**src/core/dac_pkg.sv**
```systemverilog
package dac_pkg;

  localparam int unsigned NUM_CH = 2;
  localparam int unsigned CLK_HZ = 100000000;
  localparam int unsigned TICK_S = 1;
  localparam int unsigned TICK_CYCLES_DEF = TICK_S * CLK_HZ;

  localparam int unsigned ADDR_W = 8;
  localparam int unsigned DATA_W = 32;
  localparam int unsigned RATE_W = 16;
  localparam int unsigned TOTAL_W = 32;
  localparam int unsigned TIME_W = 12;
  localparam int unsigned MENU_W = 8;

  localparam logic [TIME_W-1:0] TIME_MAX = 12'hE10;

  // Channel windows
  localparam logic [ADDR_W-1:0] CH_STRIDE = 8'h20;
  localparam logic [ADDR_W-1:0] OFF_CTRL = 8'h00;
  localparam logic [ADDR_W-1:0] OFF_SETPOINT = 8'h04;
  localparam logic [ADDR_W-1:0] OFF_DEADBAND = 8'h08;
  localparam logic [ADDR_W-1:0] OFF_WAIT = 8'h0C;
  localparam logic [ADDR_W-1:0] OFF_MUTE = 8'h10;
  localparam logic [ADDR_W-1:0] OFF_ENABLE = 8'h14;
  localparam logic [ADDR_W-1:0] ADDR_STATUS = 8'h40;
  localparam logic [ADDR_W-1:0] ADDR_TOTAL = 8'h44;
  localparam logic [ADDR_W-1:0] ADDR_MENU = 8'h48;

  localparam int unsigned CTRL_HIGH_BIT = 0;
  localparam int unsigned CTRL_TOTAL_BIT = 1;
  localparam int unsigned CTRL_NC_BIT = 2;
  localparam int unsigned STAT_BITS = 4;

  localparam logic [MENU_W-1:0] MENU_CLIP_IDX = 8'h0A;
  localparam logic [MENU_W-1:0] MENU_STEP = 8'h01;

  localparam logic [1:0] RESP_OKAY = 2'h0;
  localparam logic [1:0] RESP_SLVERR = 2'h2;

  typedef struct packed {
    logic channel_on_item;
    logic high;
    logic total;
    logic nc;
    logic [TOTAL_W-1:0] setpoint;
    logic [RATE_W-1:0] deadband_width;
    logic [TIME_W-1:0] activation_wait;
    logic [TIME_W-1:0] mute_period;
  } dac_cfg_type;

  typedef struct packed {
    logic silenced;
    logic delaying;
    logic indicate;
    logic alarm;
  } dac_stat_type;

  typedef enum logic [1:0] {
    ST_IDLE = 2'b00,
    ST_WAIT = 2'b01,
    ST_ACTIVE = 2'b10,
    ST_MUTED = 2'b11
  } dac_state_type;

endpackage : dac_pkg

```
**src/core/dac_top.sv**
```systemverilog
// Summary of operation
// - Two alarm channels, each set as high or low, rate or total, normally open or closed.
// - Each channel shows its alarm state on its own annunciator output.
// - The annunciator flashes while the activation wait or the mute period runs.
// - The total is sampled and compared only on the one-second tick.
// - Hysteresis applies only to rate channels; total channels have none.
// - A channel is switched on or off without touching its other settings.
// - Each channel stores a setpoint, an activation wait and a mute period.
// - With alarms fitted, the two alarm entries sit after clip-off and before the divider.
// - A high rate alarm sets at or above the setpoint and clears below setpoint minus width.
// - The output switches only after the activation wait, 0 to 3600 whole seconds.
// - The select key during an active alarm with a non-zero mute period mutes the output.
// - Changing a channel's rate or total type leaves it switched off until re-enabled.
`timescale 1ns/1ns
module dac_top #(
  parameter int unsigned TICK_CYCLES = dac_pkg::TICK_CYCLES_DEF
) (
  input wire logic aclk, // System clock
  input wire logic aresetn, // Sync reset, active low
  input wire logic ce, // Clock enable
  input wire logic [dac_pkg::ADDR_W-1:0] s_axi_awaddr, // Write address
  input wire logic [2:0] s_axi_awprot, // Write protection
  input wire logic s_axi_awvalid, // Write address valid
  output logic s_axi_awready, // Write address ready
  input wire logic [dac_pkg::DATA_W-1:0] s_axi_wdata, // Write data
  input wire logic [3:0] s_axi_wstrb, // Write byte strobes
  input wire logic s_axi_wvalid, // Write data valid
  output logic s_axi_wready, // Write data ready
  output logic [1:0] s_axi_bresp, // Write response
  output logic s_axi_bvalid, // Write response valid
  input wire logic s_axi_bready, // Write response ready
  input wire logic [dac_pkg::ADDR_W-1:0] s_axi_araddr, // Read address
  input wire logic [2:0] s_axi_arprot, // Read protection
  input wire logic s_axi_arvalid, // Read address valid
  output logic s_axi_arready, // Read address ready
  output logic [dac_pkg::DATA_W-1:0] s_axi_rdata, // Read data
  output logic [1:0] s_axi_rresp, // Read response
  output logic s_axi_rvalid, // Read data valid
  input wire logic s_axi_rready, // Read data ready
  input wire logic [dac_pkg::RATE_W-1:0] rate_value, // Live rate value
  input wire logic [dac_pkg::TOTAL_W-1:0] total_value, // Live total value
  input wire logic select_key, // Select key pulse
  input wire logic alarms_fitted, // Alarm option strap
  output logic [dac_pkg::NUM_CH-1:0] alarm_switch, // Switch closed when high
  output logic [dac_pkg::NUM_CH-1:0] annunciator // Segment lit when high
);

  function automatic logic [31:0] merge(input logic [31:0] old_v, input logic [31:0] new_v,
                                        input logic [3:0] strb);
    logic [31:0] r;
    r = old_v;
    for (int i = 0; i < 4; i++)
      if (strb[i])
        r[i*8 +: 8] = new_v[i*8 +: 8];
    return r;
  endfunction : merge

  function automatic logic [dac_pkg::TIME_W-1:0] clamp_time(input logic [31:0] v);
    return (v > 32'(dac_pkg::TIME_MAX)) ? dac_pkg::TIME_MAX : v[dac_pkg::TIME_W-1:0];
  endfunction : clamp_time

  dac_pkg::dac_cfg_type cfg_q [dac_pkg::NUM_CH];
  dac_pkg::dac_stat_type stat [dac_pkg::NUM_CH];
  logic tick;
  logic flash;
  logic [dac_pkg::TOTAL_W-1:0] total_snap_q;
  logic fitted_q;

  logic aw_have_q;
  logic w_have_q;
  logic [dac_pkg::ADDR_W-1:0] awaddr_q;
  logic [dac_pkg::DATA_W-1:0] wdata_q;
  logic [3:0] wstrb_q;
  logic do_write;

  dac_tick #(
    .TICK_CYCLES(TICK_CYCLES)
  ) u_tick (
    .aclk(aclk),
    .aresetn(aresetn),
    .ce(ce),
    .tick(tick),
    .flash(flash)
  );

  for (genvar c = 0; c < dac_pkg::NUM_CH; c++)
  begin : g_ch
    dac_channel u_ch (
      .aclk(aclk),
      .aresetn(aresetn),
      .ce(ce),
      .tick(tick),
      .accept(select_key),
      .cfg(cfg_q[c]),
      .rate_value(rate_value),
      .total_value(total_value),
      .stat(stat[c])
    );
  end

  // Write address and data captured independently
  assign do_write = aw_have_q && w_have_q && !s_axi_bvalid;

  always_ff @(posedge aclk)
  begin
    if (!aresetn)
    begin
      aw_have_q <= 1'b0;
      w_have_q <= 1'b0;
      awaddr_q <= '0;
      wdata_q <= '0;
      wstrb_q <= '0;
      s_axi_awready <= 1'b0;
      s_axi_wready <= 1'b0;
      s_axi_bvalid <= 1'b0;
      s_axi_bresp <= dac_pkg::RESP_OKAY;
    end
    else if (ce)
    begin
      s_axi_awready <= !aw_have_q && !(s_axi_awvalid && s_axi_awready);
      s_axi_wready <= !w_have_q && !(s_axi_wvalid && s_axi_wready);
      if (s_axi_awvalid && s_axi_awready)
      begin
        aw_have_q <= 1'b1;
        awaddr_q <= s_axi_awaddr;
      end
      if (s_axi_wvalid && s_axi_wready)
      begin
        w_have_q <= 1'b1;
        wdata_q <= s_axi_wdata;
        wstrb_q <= s_axi_wstrb;
      end
      if (do_write)
      begin
        s_axi_bvalid <= 1'b1;
        s_axi_bresp <= (awaddr_q[7:6] == 2'h0 && awaddr_q[4:0] <= dac_pkg::OFF_ENABLE[4:0]
                        && awaddr_q[1:0] == 2'h0) ? dac_pkg::RESP_OKAY : dac_pkg::RESP_SLVERR;
      end
      else if (s_axi_bvalid && s_axi_bready)
      begin
        s_axi_bvalid <= 1'b0;
        aw_have_q <= 1'b0;
        w_have_q <= 1'b0;
        s_axi_awready <= 1'b1;
        s_axi_wready <= 1'b1;
      end
    end
  end

  // Channel settings
  always_ff @(posedge aclk)
  begin
    if (!aresetn)
    begin
      for (int c = 0; c < dac_pkg::NUM_CH; c++)
        cfg_q[c] <= '0;
    end
    else if (ce && do_write && awaddr_q[7:6] == 2'h0)
    begin
      for (int c = 0; c < dac_pkg::NUM_CH; c++)
      begin
        if (awaddr_q[5] == c[0])
        begin
          case (awaddr_q[4:0])
            dac_pkg::OFF_CTRL[4:0]:
            begin
              logic [31:0] v;
              v = merge({29'h0, cfg_q[c].nc, cfg_q[c].total, cfg_q[c].high},
                        wdata_q, wstrb_q);
              cfg_q[c].high <= v[dac_pkg::CTRL_HIGH_BIT];
              cfg_q[c].total <= v[dac_pkg::CTRL_TOTAL_BIT];
              cfg_q[c].nc <= v[dac_pkg::CTRL_NC_BIT];
              if (v[dac_pkg::CTRL_TOTAL_BIT] != cfg_q[c].total)
                cfg_q[c].channel_on_item <= 1'b0;
            end
            dac_pkg::OFF_SETPOINT[4:0]:
              cfg_q[c].setpoint <= merge(cfg_q[c].setpoint, wdata_q, wstrb_q);
            dac_pkg::OFF_DEADBAND[4:0]:
            begin
              logic [31:0] v;
              v = merge({16'h0, cfg_q[c].deadband_width}, wdata_q, wstrb_q);
              cfg_q[c].deadband_width <= v[dac_pkg::RATE_W-1:0];
            end
            dac_pkg::OFF_WAIT[4:0]:
              cfg_q[c].activation_wait <= clamp_time(
                merge({20'h0, cfg_q[c].activation_wait}, wdata_q, wstrb_q));
            dac_pkg::OFF_MUTE[4:0]:
              cfg_q[c].mute_period <= clamp_time(
                merge({20'h0, cfg_q[c].mute_period}, wdata_q, wstrb_q));
            dac_pkg::OFF_ENABLE[4:0]:
              if (wstrb_q[0])
                cfg_q[c].channel_on_item <= wdata_q[0];
            default:
              ;
          endcase
        end
      end
    end
  end

  // Total sampled once per second for readback
  always_ff @(posedge aclk)
  begin
    if (!aresetn)
      total_snap_q <= '0;
    else if (ce && tick)
      total_snap_q <= total_value;
  end

  always_ff @(posedge aclk)
  begin
    if (!aresetn)
      fitted_q <= 1'b0;
    else if (ce)
      fitted_q <= alarms_fitted;
  end

  // Pin outputs
  always_ff @(posedge aclk)
  begin
    if (!aresetn)
    begin
      alarm_switch <= '0;
      annunciator <= '0;
    end
    else if (ce)
    begin
      for (int c = 0; c < dac_pkg::NUM_CH; c++)
      begin
        alarm_switch[c] <= stat[c].alarm ^ cfg_q[c].nc;
        annunciator[c] <= stat[c].indicate
                          && (flash || !(stat[c].delaying || stat[c].silenced));
      end
    end
  end

  // Read channel
  always_ff @(posedge aclk)
  begin
    if (!aresetn)
    begin
      s_axi_arready <= 1'b0;
      s_axi_rvalid <= 1'b0;
      s_axi_rdata <= '0;
      s_axi_rresp <= dac_pkg::RESP_OKAY;
    end
    else if (ce)
    begin
      s_axi_arready <= !s_axi_rvalid && !(s_axi_arvalid && s_axi_arready);
      if (s_axi_arvalid && s_axi_arready)
      begin
        logic ci;
        ci = s_axi_araddr[5];
        s_axi_rvalid <= 1'b1;
        s_axi_rresp <= dac_pkg::RESP_OKAY;
        s_axi_rdata <= '0;
        if (s_axi_araddr[7:6] == 2'h0)
        begin
          case (s_axi_araddr[4:0])
            dac_pkg::OFF_CTRL[4:0]:
              s_axi_rdata <= {29'h0, cfg_q[ci].nc, cfg_q[ci].total, cfg_q[ci].high};
            dac_pkg::OFF_SETPOINT[4:0]:
              s_axi_rdata <= cfg_q[ci].setpoint;
            dac_pkg::OFF_DEADBAND[4:0]:
              s_axi_rdata <= {16'h0, cfg_q[ci].deadband_width};
            dac_pkg::OFF_WAIT[4:0]:
              s_axi_rdata <= {20'h0, cfg_q[ci].activation_wait};
            dac_pkg::OFF_MUTE[4:0]:
              s_axi_rdata <= {20'h0, cfg_q[ci].mute_period};
            dac_pkg::OFF_ENABLE[4:0]:
              s_axi_rdata <= {31'h0, cfg_q[ci].channel_on_item};
            default:
              s_axi_rresp <= dac_pkg::RESP_SLVERR;
          endcase
        end
        else if (s_axi_araddr == dac_pkg::ADDR_STATUS)
          s_axi_rdata <= {24'h0, stat[1], stat[0]};
        else if (s_axi_araddr == dac_pkg::ADDR_TOTAL)
          s_axi_rdata <= total_snap_q;
        else if (s_axi_araddr == dac_pkg::ADDR_MENU)
        begin
          if (fitted_q)
            s_axi_rdata <= {dac_pkg::MENU_CLIP_IDX + 8'h03, dac_pkg::MENU_CLIP_IDX + 8'h02,
                            dac_pkg::MENU_CLIP_IDX + dac_pkg::MENU_STEP,
                            dac_pkg::MENU_CLIP_IDX};
          else
            s_axi_rdata <= {dac_pkg::MENU_CLIP_IDX + dac_pkg::MENU_STEP, 16'h0,
                            dac_pkg::MENU_CLIP_IDX};
        end
        else
          s_axi_rresp <= dac_pkg::RESP_SLVERR;
      end
      else if (s_axi_rvalid && s_axi_rready)
      begin
        s_axi_rvalid <= 1'b0;
        s_axi_arready <= 1'b1;
      end
    end
  end

endmodule : dac_top

```
**src/core/dac_tick.sv**
```systemverilog
`timescale 1ns/1ns
module dac_tick #(
  parameter int unsigned TICK_CYCLES = dac_pkg::TICK_CYCLES_DEF
) (
  input wire logic aclk, // System clock
  input wire logic aresetn, // Sync reset, active low
  input wire logic ce, // Clock enable
  output logic tick, // One-cycle pulse per second
  output logic flash // Half-second blink phase
);

  localparam logic [31:0] LAST = 32'(TICK_CYCLES - 1);
  localparam logic [31:0] HALF = 32'(TICK_CYCLES / 2);

  logic [31:0] cnt_q;

  always_ff @(posedge aclk)
  begin
    if (!aresetn)
    begin
      cnt_q <= 32'h0;
      tick <= 1'b0;
      flash <= 1'b0;
    end
    else if (ce)
    begin
      tick <= (cnt_q == LAST);
      if (cnt_q == LAST)
      begin
        cnt_q <= 32'h0;
        flash <= 1'b1;
      end
      else
      begin
        cnt_q <= cnt_q + 32'h1;
        if (cnt_q == HALF)
          flash <= 1'b0;
      end
    end
  end

endmodule : dac_tick

```
**src/core/dac_channel.sv**
```systemverilog
`timescale 1ns/1ns
module dac_channel (
  input wire logic aclk, // System clock
  input wire logic aresetn, // Sync reset, active low
  input wire logic ce, // Clock enable
  input wire logic tick, // Second tick
  input wire logic accept, // Select key pulse
  input wire dac_pkg::dac_cfg_type cfg, // Channel settings
  input wire logic [dac_pkg::RATE_W-1:0] rate_value, // Rate value
  input wire logic [dac_pkg::TOTAL_W-1:0] total_value, // Total value
  output dac_pkg::dac_stat_type stat // Channel state
);

  dac_pkg::dac_state_type state_q;
  logic [dac_pkg::TIME_W-1:0] cnt_q;
  logic [dac_pkg::TOTAL_W:0] value;
  logic [dac_pkg::TOTAL_W:0] sp;
  logic [dac_pkg::TOTAL_W:0] hy;
  logic cond;
  logic evaluate;

  always_comb
  begin
    value = cfg.total ? {1'b0, total_value} : {17'h0, rate_value};
    sp = {1'b0, cfg.setpoint};
    hy = cfg.total ? 33'h0 : {17'h0, cfg.deadband_width};
    if (state_q == dac_pkg::ST_IDLE)
      cond = cfg.high ? (value >= sp) : (value <= sp);
    else if (cfg.high)
      cond = !((value + hy) < sp);
    else
      cond = !(value > (sp + hy));
    evaluate = !cfg.total || tick;
  end

  always_ff @(posedge aclk)
  begin
    if (!aresetn)
    begin
      state_q <= dac_pkg::ST_IDLE;
      cnt_q <= '0;
    end
    else if (ce)
    begin
      if (!cfg.channel_on_item)
        state_q <= dac_pkg::ST_IDLE;
      else if (evaluate && !cond)
        state_q <= dac_pkg::ST_IDLE;
      else
      begin
        case (state_q)
          dac_pkg::ST_IDLE:
          begin
            if (evaluate && cond)
            begin
              cnt_q <= cfg.activation_wait;
              state_q <= (cfg.activation_wait == '0) ? dac_pkg::ST_ACTIVE
                                                     : dac_pkg::ST_WAIT;
            end
          end
          dac_pkg::ST_WAIT:
          begin
            if (tick)
            begin
              // Full seconds only: the first tick may come at once
              if (cnt_q == '0)
                state_q <= dac_pkg::ST_ACTIVE;
              else
                cnt_q <= cnt_q - 12'h001;
            end
          end
          dac_pkg::ST_ACTIVE:
          begin
            if (accept && cfg.mute_period != '0)
            begin
              cnt_q <= cfg.mute_period;
              state_q <= dac_pkg::ST_MUTED;
            end
          end
          dac_pkg::ST_MUTED:
          begin
            if (tick)
            begin
              if (cnt_q == '0)
                state_q <= dac_pkg::ST_ACTIVE;
              else
                cnt_q <= cnt_q - 12'h001;
            end
          end
          default:
            state_q <= dac_pkg::ST_IDLE;
        endcase
      end
    end
  end

  always_comb
  begin
    stat.alarm = (state_q == dac_pkg::ST_ACTIVE);
    stat.indicate = (state_q != dac_pkg::ST_IDLE);
    stat.delaying = (state_q == dac_pkg::ST_WAIT);
    stat.silenced = (state_q == dac_pkg::ST_MUTED);
  end

endmodule : dac_channel

```
**config.mk**
```make
export PLATFORM = sky130hd
export DESIGN_NAME = dac_top
export DESIGN_NICKNAME = d
export VERILOG_FILES = /design/src/core/dac_pkg.sv /design/src/core/dac_top.sv /design/src/core/dac_tick.sv /design/src/core/dac_channel.sv
export SDC_FILE = /design/constraint.sdc
export NUM_CORES = 1
export LEC_CHECK = 0
export CAP_MARGIN = 5
export CORE_ASPECT_RATIO = 1.4
export CORE_MARGIN = 2
export CORE_UTILIZATION = 66
export DETAILED_ROUTE_END_ITERATION = 6
export DONT_BUFFER_PORTS = 1
export GPL_TIMING_DRIVEN = 0
export PLACE_DENSITY_LB_ADDON = 0.05
export SETUP_SLACK_MARGIN = 0.4
export SLEW_MARGIN = 40
export SYNTH_ARGS = -nofsm -noshare
export SYNTH_HDL_FRONTEND = slang
export SYNTH_SLANG_ARGS = --single-unit
```
**constraint.sdc**
```tcl
create_clock -name aclk -period 16.9 [get_ports aclk]
set_input_delay 2.535 -clock aclk [delete_from_list [all_inputs] [get_ports aclk]]
set_output_delay 2.535 -clock aclk [all_outputs]
set_load 0.02 [all_outputs]
```
Word-level counts from Yosys, hierarchy flattened --
Memory sizes are Yosys's and may differ from the RTL's. Cells that the tools add are included.
Storage, ports and cells: bits in registers 186, latch bits 0, memory bits (writable) 152, ROM bits 0, output and inout bits 45, logic and storage cells 481, memories 1
Cells by class: $add $sub $neg 7, $mul 0, divide/modulo/power cells 0, order comparisons 13, equal/unequal tests 39, shift operators 0, mux-type cells 297, bitwise logic cells 22, reductions and logical operators 78
Memory list:
- cfg_q | words 2, bits a word 76, read ports 3, clocked after memory_dff 0, wr ports 2, line dac_top.sv:62 | dac_pkg::dac_cfg_type cfg_q [dac_pkg::NUM_CH];
Operators with widths (count):
- 8-bit 2-to-1 mux | 130
- 32-bit 2-to-1 mux | 8
- 12-bit 2-to-1 mux | 16
- 32-bit one-hot mux with 6 select lines | 1
- 32-bit by 12-bit > comparator with 1-bit output, second input constant | 4
- 1-bit 2-to-1 mux | 102
- 12-bit one-hot mux with 3 select lines | 2
- 32-bit by 33-bit adder with 33-bit output | 2
- 33-bit adder | 2
- 33-bit by 32-bit greater-or-equal comparator with 1-bit output | 2
- 33-bit > comparator | 2
- 33-bit by 32-bit <= comparator with 1-bit output | 2
- 33-bit by 32-bit less-than comparator with 1-bit output | 2
- 16-bit 2-to-1 mux | 4
- 12-bit zero test | 4
- 2-bit 2-to-1 mux | 20
- 32-bit by 1-bit adder with 32-bit output, second input constant | 1
- 32-bit by 26-bit equality test with 1-bit output, second input constant | 1
- 32-bit by 27-bit equality test with 1-bit output, second input constant | 1
- 4-bit inequality test, second input constant | 8
- 3-bit 2-to-1 mux | 10
- 28-bit 2-to-1 mux | 1
- 27-bit 2-to-1 mux | 1
- 8-bit by 7-bit equality test with 1-bit output, second input constant | 3
- other kinds (26) | 127

Logic depth before layout (Yosys ltp) --
depth in word-level cells 15, gate-level depth with buffers 31, depth with buffers taken out 24

Hierarchy --
From an unflattened synthesis, not the netlist that was laid out.
Unflattened totals: cells, all modules 3120, area, all modules 26883.3 um2
By module, submodules not included:
- dac_top | times used 1, cells an instance 1216, area an instance 12736.0 um2
- dac_channel at g_ch[1].u_ch | times used 1, cells an instance 861, area an instance 6284.8 um2
- dac_channel at g_ch[0].u_ch | times used 1, cells an instance 849, area an instance 6169.7 um2
- dac_tick | times used 1, cells an instance 194, area an instance 1692.9 um2

Worst setup path after synthesis --
No wires, ideal clock.
path type in2reg, from in total_value[0] (netlist bit), to reg g_ch[1].u_ch.cnt_q[8] (netlist bit), arrival time 7.348 ns, setup slack 9.420 ns, stages on the path 26, cells stage by stage mux2i_1 -> inv_1 -> ha_1 -> ha_1 -> or3_1 -> o22ai_1 -> and4bb_1 -> a211oi_1 -> o31ai_1 -> and3_1 -> clkbuf_1 -> and3_1 -> xnor2_1 -> nor2_1 -> ha_1 -> a21oi_1 -> nor2_1 -> a211oi_1 -> o221ai_1 -> a211o_1 -> o221a_2 -> o32ai_2 -> a21oi_4 -> buf_4 -> a32oi_1 -> a21oi_1
On the way: cells in the longest elaborated chain, start to end 10
Ends and longest elaborated chain:
- from (decl) | line dac_top.sv:41 | input wire logic [dac_pkg::TOTAL_W-1:0] total_value,
- 32-bit 2-to-1 mux (*) | line dac_channel.sv:24 | value = cfg.total ? {1'b0, total_value} : {17'h0, rate_value};
- 33-bit adder | line dac_channel.sv:30 | cond = !((value + hy) < sp);
- 33-bit by 32-bit less-than comparator with 1-bit output | line dac_channel.sv:30
- 1-bit zero test | line dac_channel.sv:30
- 1-bit 2-to-1 mux | line dac_channel.sv:29 | else if (cfg.high)
- 1-bit 2-to-1 mux (*) | line dac_channel.sv:27 | if (state_q == dac_pkg::ST_IDLE)
- branches (longest 3 deep; another with 2-bit inequality test)
- 7-bit AND reduction (no line) (*)
- to (signal assigned) | line dac_channel.sv:56 | cnt_q <= cfg.activation_wait;
- to (signal assigned) | line dac_channel.sv:69 | cnt_q <= cnt_q - 12'h001;
- to (signal assigned) | line dac_channel.sv:76 | cnt_q <= cfg.mute_period;
- to (decl) | line dac_channel.sv:15 | logic [dac_pkg::TIME_W-1:0] cnt_q;
Every way passes the cells marked *. A chain may end at the register's enable or synchronous reset.

==> out/qor.yml <==
dp.final_hpwl_um: 78600
grt_pass1_vias: 25200
endpoint_kind: "flop"
hold_buffers: 0
powerDensity_mw_per_mm2: 71.4
crit_arrival_ps: 10110
synth-seq-cells: 336
via_per_inst: 7.03
num_vias: 26000
r2r_start: "cfg_q[1][73]"
gp_congestion: 1.08
ctsResizeCount: 0
ioPinCount: 161
clkLatencyLatePin_ps: 590
critPathCapture: "g_ch[1].u_ch.cnt_q[10]"
die_area_sq_mm: 0.0409
status: "finished, final reports clean"
place_area_sq_mm: 0.0267
core_sq_mm: 0.0386
drt_iter0_drc: 3529
wl_per_cell_um: 27.1
slew_viol_final: 0
p_leak_uw: 0.0108
stdcell_area_sq_mm: 0.0277
grt_max_degree: 19
fin_nets: 3504
overflow: 0
cp-start-kind: "flop"
yosysWarnings: 0
antenna_found_initial: 2
synthArstFlopShare_pct: 0
period_minus_slack_ps: 9660
ys_types: 93
wl_um: 100000
rsz0062_at_grt: "no"
numCtsBuffers: 28
post_cts_buffers: 0
whs_path_depth: 2
cts_tree: "done"
peakVddDrop_uv: 103
cts_root_buf: "clkbuf_16"
htree_levels: 1
worstPathRequired_ps: 17350
cap_viol_max_count: 0
hold_class: "reg2reg"
cp_max_fo: 10
antenna_left: 0
ys_seq_area_share_pct: 31.8
relSlewSlack_pct: 33.5
grt_pass1_wl_um: 147000
setup_tns_ps: 0
rr_worst_depth: 31
r2r_setup_slack_ps: 7240
cts.clk_slew.worst_paths_ps: 80
finClkSkew_ps: 37.0
dr.pass1.iters: 7
start_util_pct: 67.2
synth.cell_area_sq_mm: 0.0259
worst_pin_slew_ps: 972
r2r_end: "g_ch[1].u_ch.cnt_q[10]"
slowest_delay_ps: 710
clkSinkCount: 336
rows: 85
worstSetupPathType: "reg2reg"
startpoint: "cfg_q[1][73]"
die_y_um: 239
syn_inst: 3115
fin_crit_sh_pct: 57.2
portBuffers: 0
fillers: 2986
synth_edf_count: 152
grt_usage_pct: 47.9
fmax_mhz: 103
cts_buffer_depth: 3
syn-mean-instance-area_sq_um: 8.32
syn2layout_area_growth_pct: 6.75
hold_violations: 0
synth_ff_type: "dfxtp_1"
hp-start: "total_snap_q[12]"
die_w_um: 172
report.final.setup_viol: 0
drive_above_1_share_pct: 5.67
drc_errors: 0
crit_slowest_cell: "clkbuf_1"
## stage by stage
step	std cells	util (%)	setup slack, ps	hold WS (ps)	total power (uW)
6_report	3697	71.7	7240	466	1980
3_5_place_dp	3642	69.1	7220	448	1290
4_1_cts	3694	71.6	7170	460	1950
5_1_grt	3695	71.7	7110	477	2020
2_1_floorplan	3116	-	9420	433	1170
3_3_place_gp	3638	68.9	7300	443	1270
## placed cells by master (no fill, tap or decap), types with 28 or more instances in the layout
master / count
and2_1: 119
o21ai_0: 121
nand2_1: 384
nor2_1: 245
a31oi_1: 28
clkbuf_1: 110
mux2i_1: 98
nand2b_1: 36
nand4_1: 49
a211oi_1: 49
dfxtp_1: 184
mux2_2: 31
clkbuf_16: 30
nor3_1: 73
inv_1: 130
edfxtp_1: 152
xor2_1: 42
xnor2_1: 119
ha_1: 238
nand3_1: 85
nor4_1: 30
nor2b_1: 51
a21oi_1: 279
a21o_1: 37
## routing by layer
metal,vias to the layer above,share of wire (%),global-route usage [%],wire [um]
met1,12100,32,51.9,32300
met2,1901,44,76.7,44400
met3,637,12,11.1,11600
met5,-,0,0,0
li1,11400,-,-,-
met4,0,12,44.4,11800
## cell usage after synthesis, types with 27 or more instances
master	n	area share (%)
nand2_1	384	5.6
a21oi_1	282	5.4
nor2_1	247	3.6
ha_1	238	11
dfxtp_1	184	14
edfxtp_1	152	18
inv_1	130	1.9
o21ai_0	122	2.4
and2_1	119	2.9
xnor2_1	119	4.0
clkbuf_1	114	1.7
mux2i_1	98	3.8
nand3_1	85	1.6
nor3_1	73	1.4
nor2b_1	52	1.3
a211oi_1	51	1.5
nand4_1	49	1.2
xor2_1	42	1.4
a21o_1	37	1.1
nand2b_1	36	0.87
nor4_1	34	0.82
mux2_2	31	1.3
a31oi_1	28	0.68
or3_1	27	0.65
## final cells by class
cell class              instances  area, sq um  area share [%]
diodes                          3         7.51          0.0271
clock buffers                  39          826            2.98
flip-flops and latches        336         8250            29.8
plain buffers                 156          668            2.41
clock inverters                13          128           0.461
inverters                     135          507            1.83
well taps                     522          653            2.36
multi-input cells            2489        16600            60.0
repair buffers                  4         30.0           0.108
## logic make-up (layout without fill, tap and decap cells)
family / count (synthesis) / in the layout / share of synthesized area (%)
buf+inv: 291 / 347 / 4.49
xor+xnor: 161 / 161 / 5.44
fa+ha+maj: 244 / 244 / 11.7
other cells: 1 / 5 / 0.0145
flops: 336 / 336 / 31.8
simple gates: 1196 / 1196 / 22.5
compound gates: 752 / 752 / 18.5
mux: 134 / 134 / 5.56
## flip-flops by register name, summed over array words and instances (netlist names), 2 cells and up
| name | cells |
|---|---|
| g_ch.u_ch.cnt_q | 24 |
| wstrb_q | 4 |
| cfg_q | 152 |
| annunciator | 2 |
| awaddr_q | 8 |
| s_axi_rdata | 32 |
| total_snap_q | 32 |
| wdata_q | 32 |
| alarm_switch | 2 |
| g_ch.u_ch.state_q | 4 |
| u_tick.cnt_q | 32 |
## critical path, delay by kind of cell (launching register included)
kind,cells,cell delay [ps]
simple gates,6,1260
flops,1,600
fa+ha+maj,3,780
xor+xnor,1,130
mux,1,520
buf+inv,8,2900
compound gates,12,3360
## how the worst min path moves through the flow
stage / end
floorplan: total_snap_q[11]
global placement: total_snap_q[31]
detailed placement: total_snap_q[11]
CTS: total_snap_q[11]
global route: total_snap_q[21]
finish: total_snap_q[12]
## where the power goes
part           internal, uW  total [uW]  leakage [uW]  switching, uW
Combinational           141         380       0.00724            239
Sequential              870         909       0.00305           39.0
Clock                   364         687      0.000478            323
(Power assumes the default switching activity.)
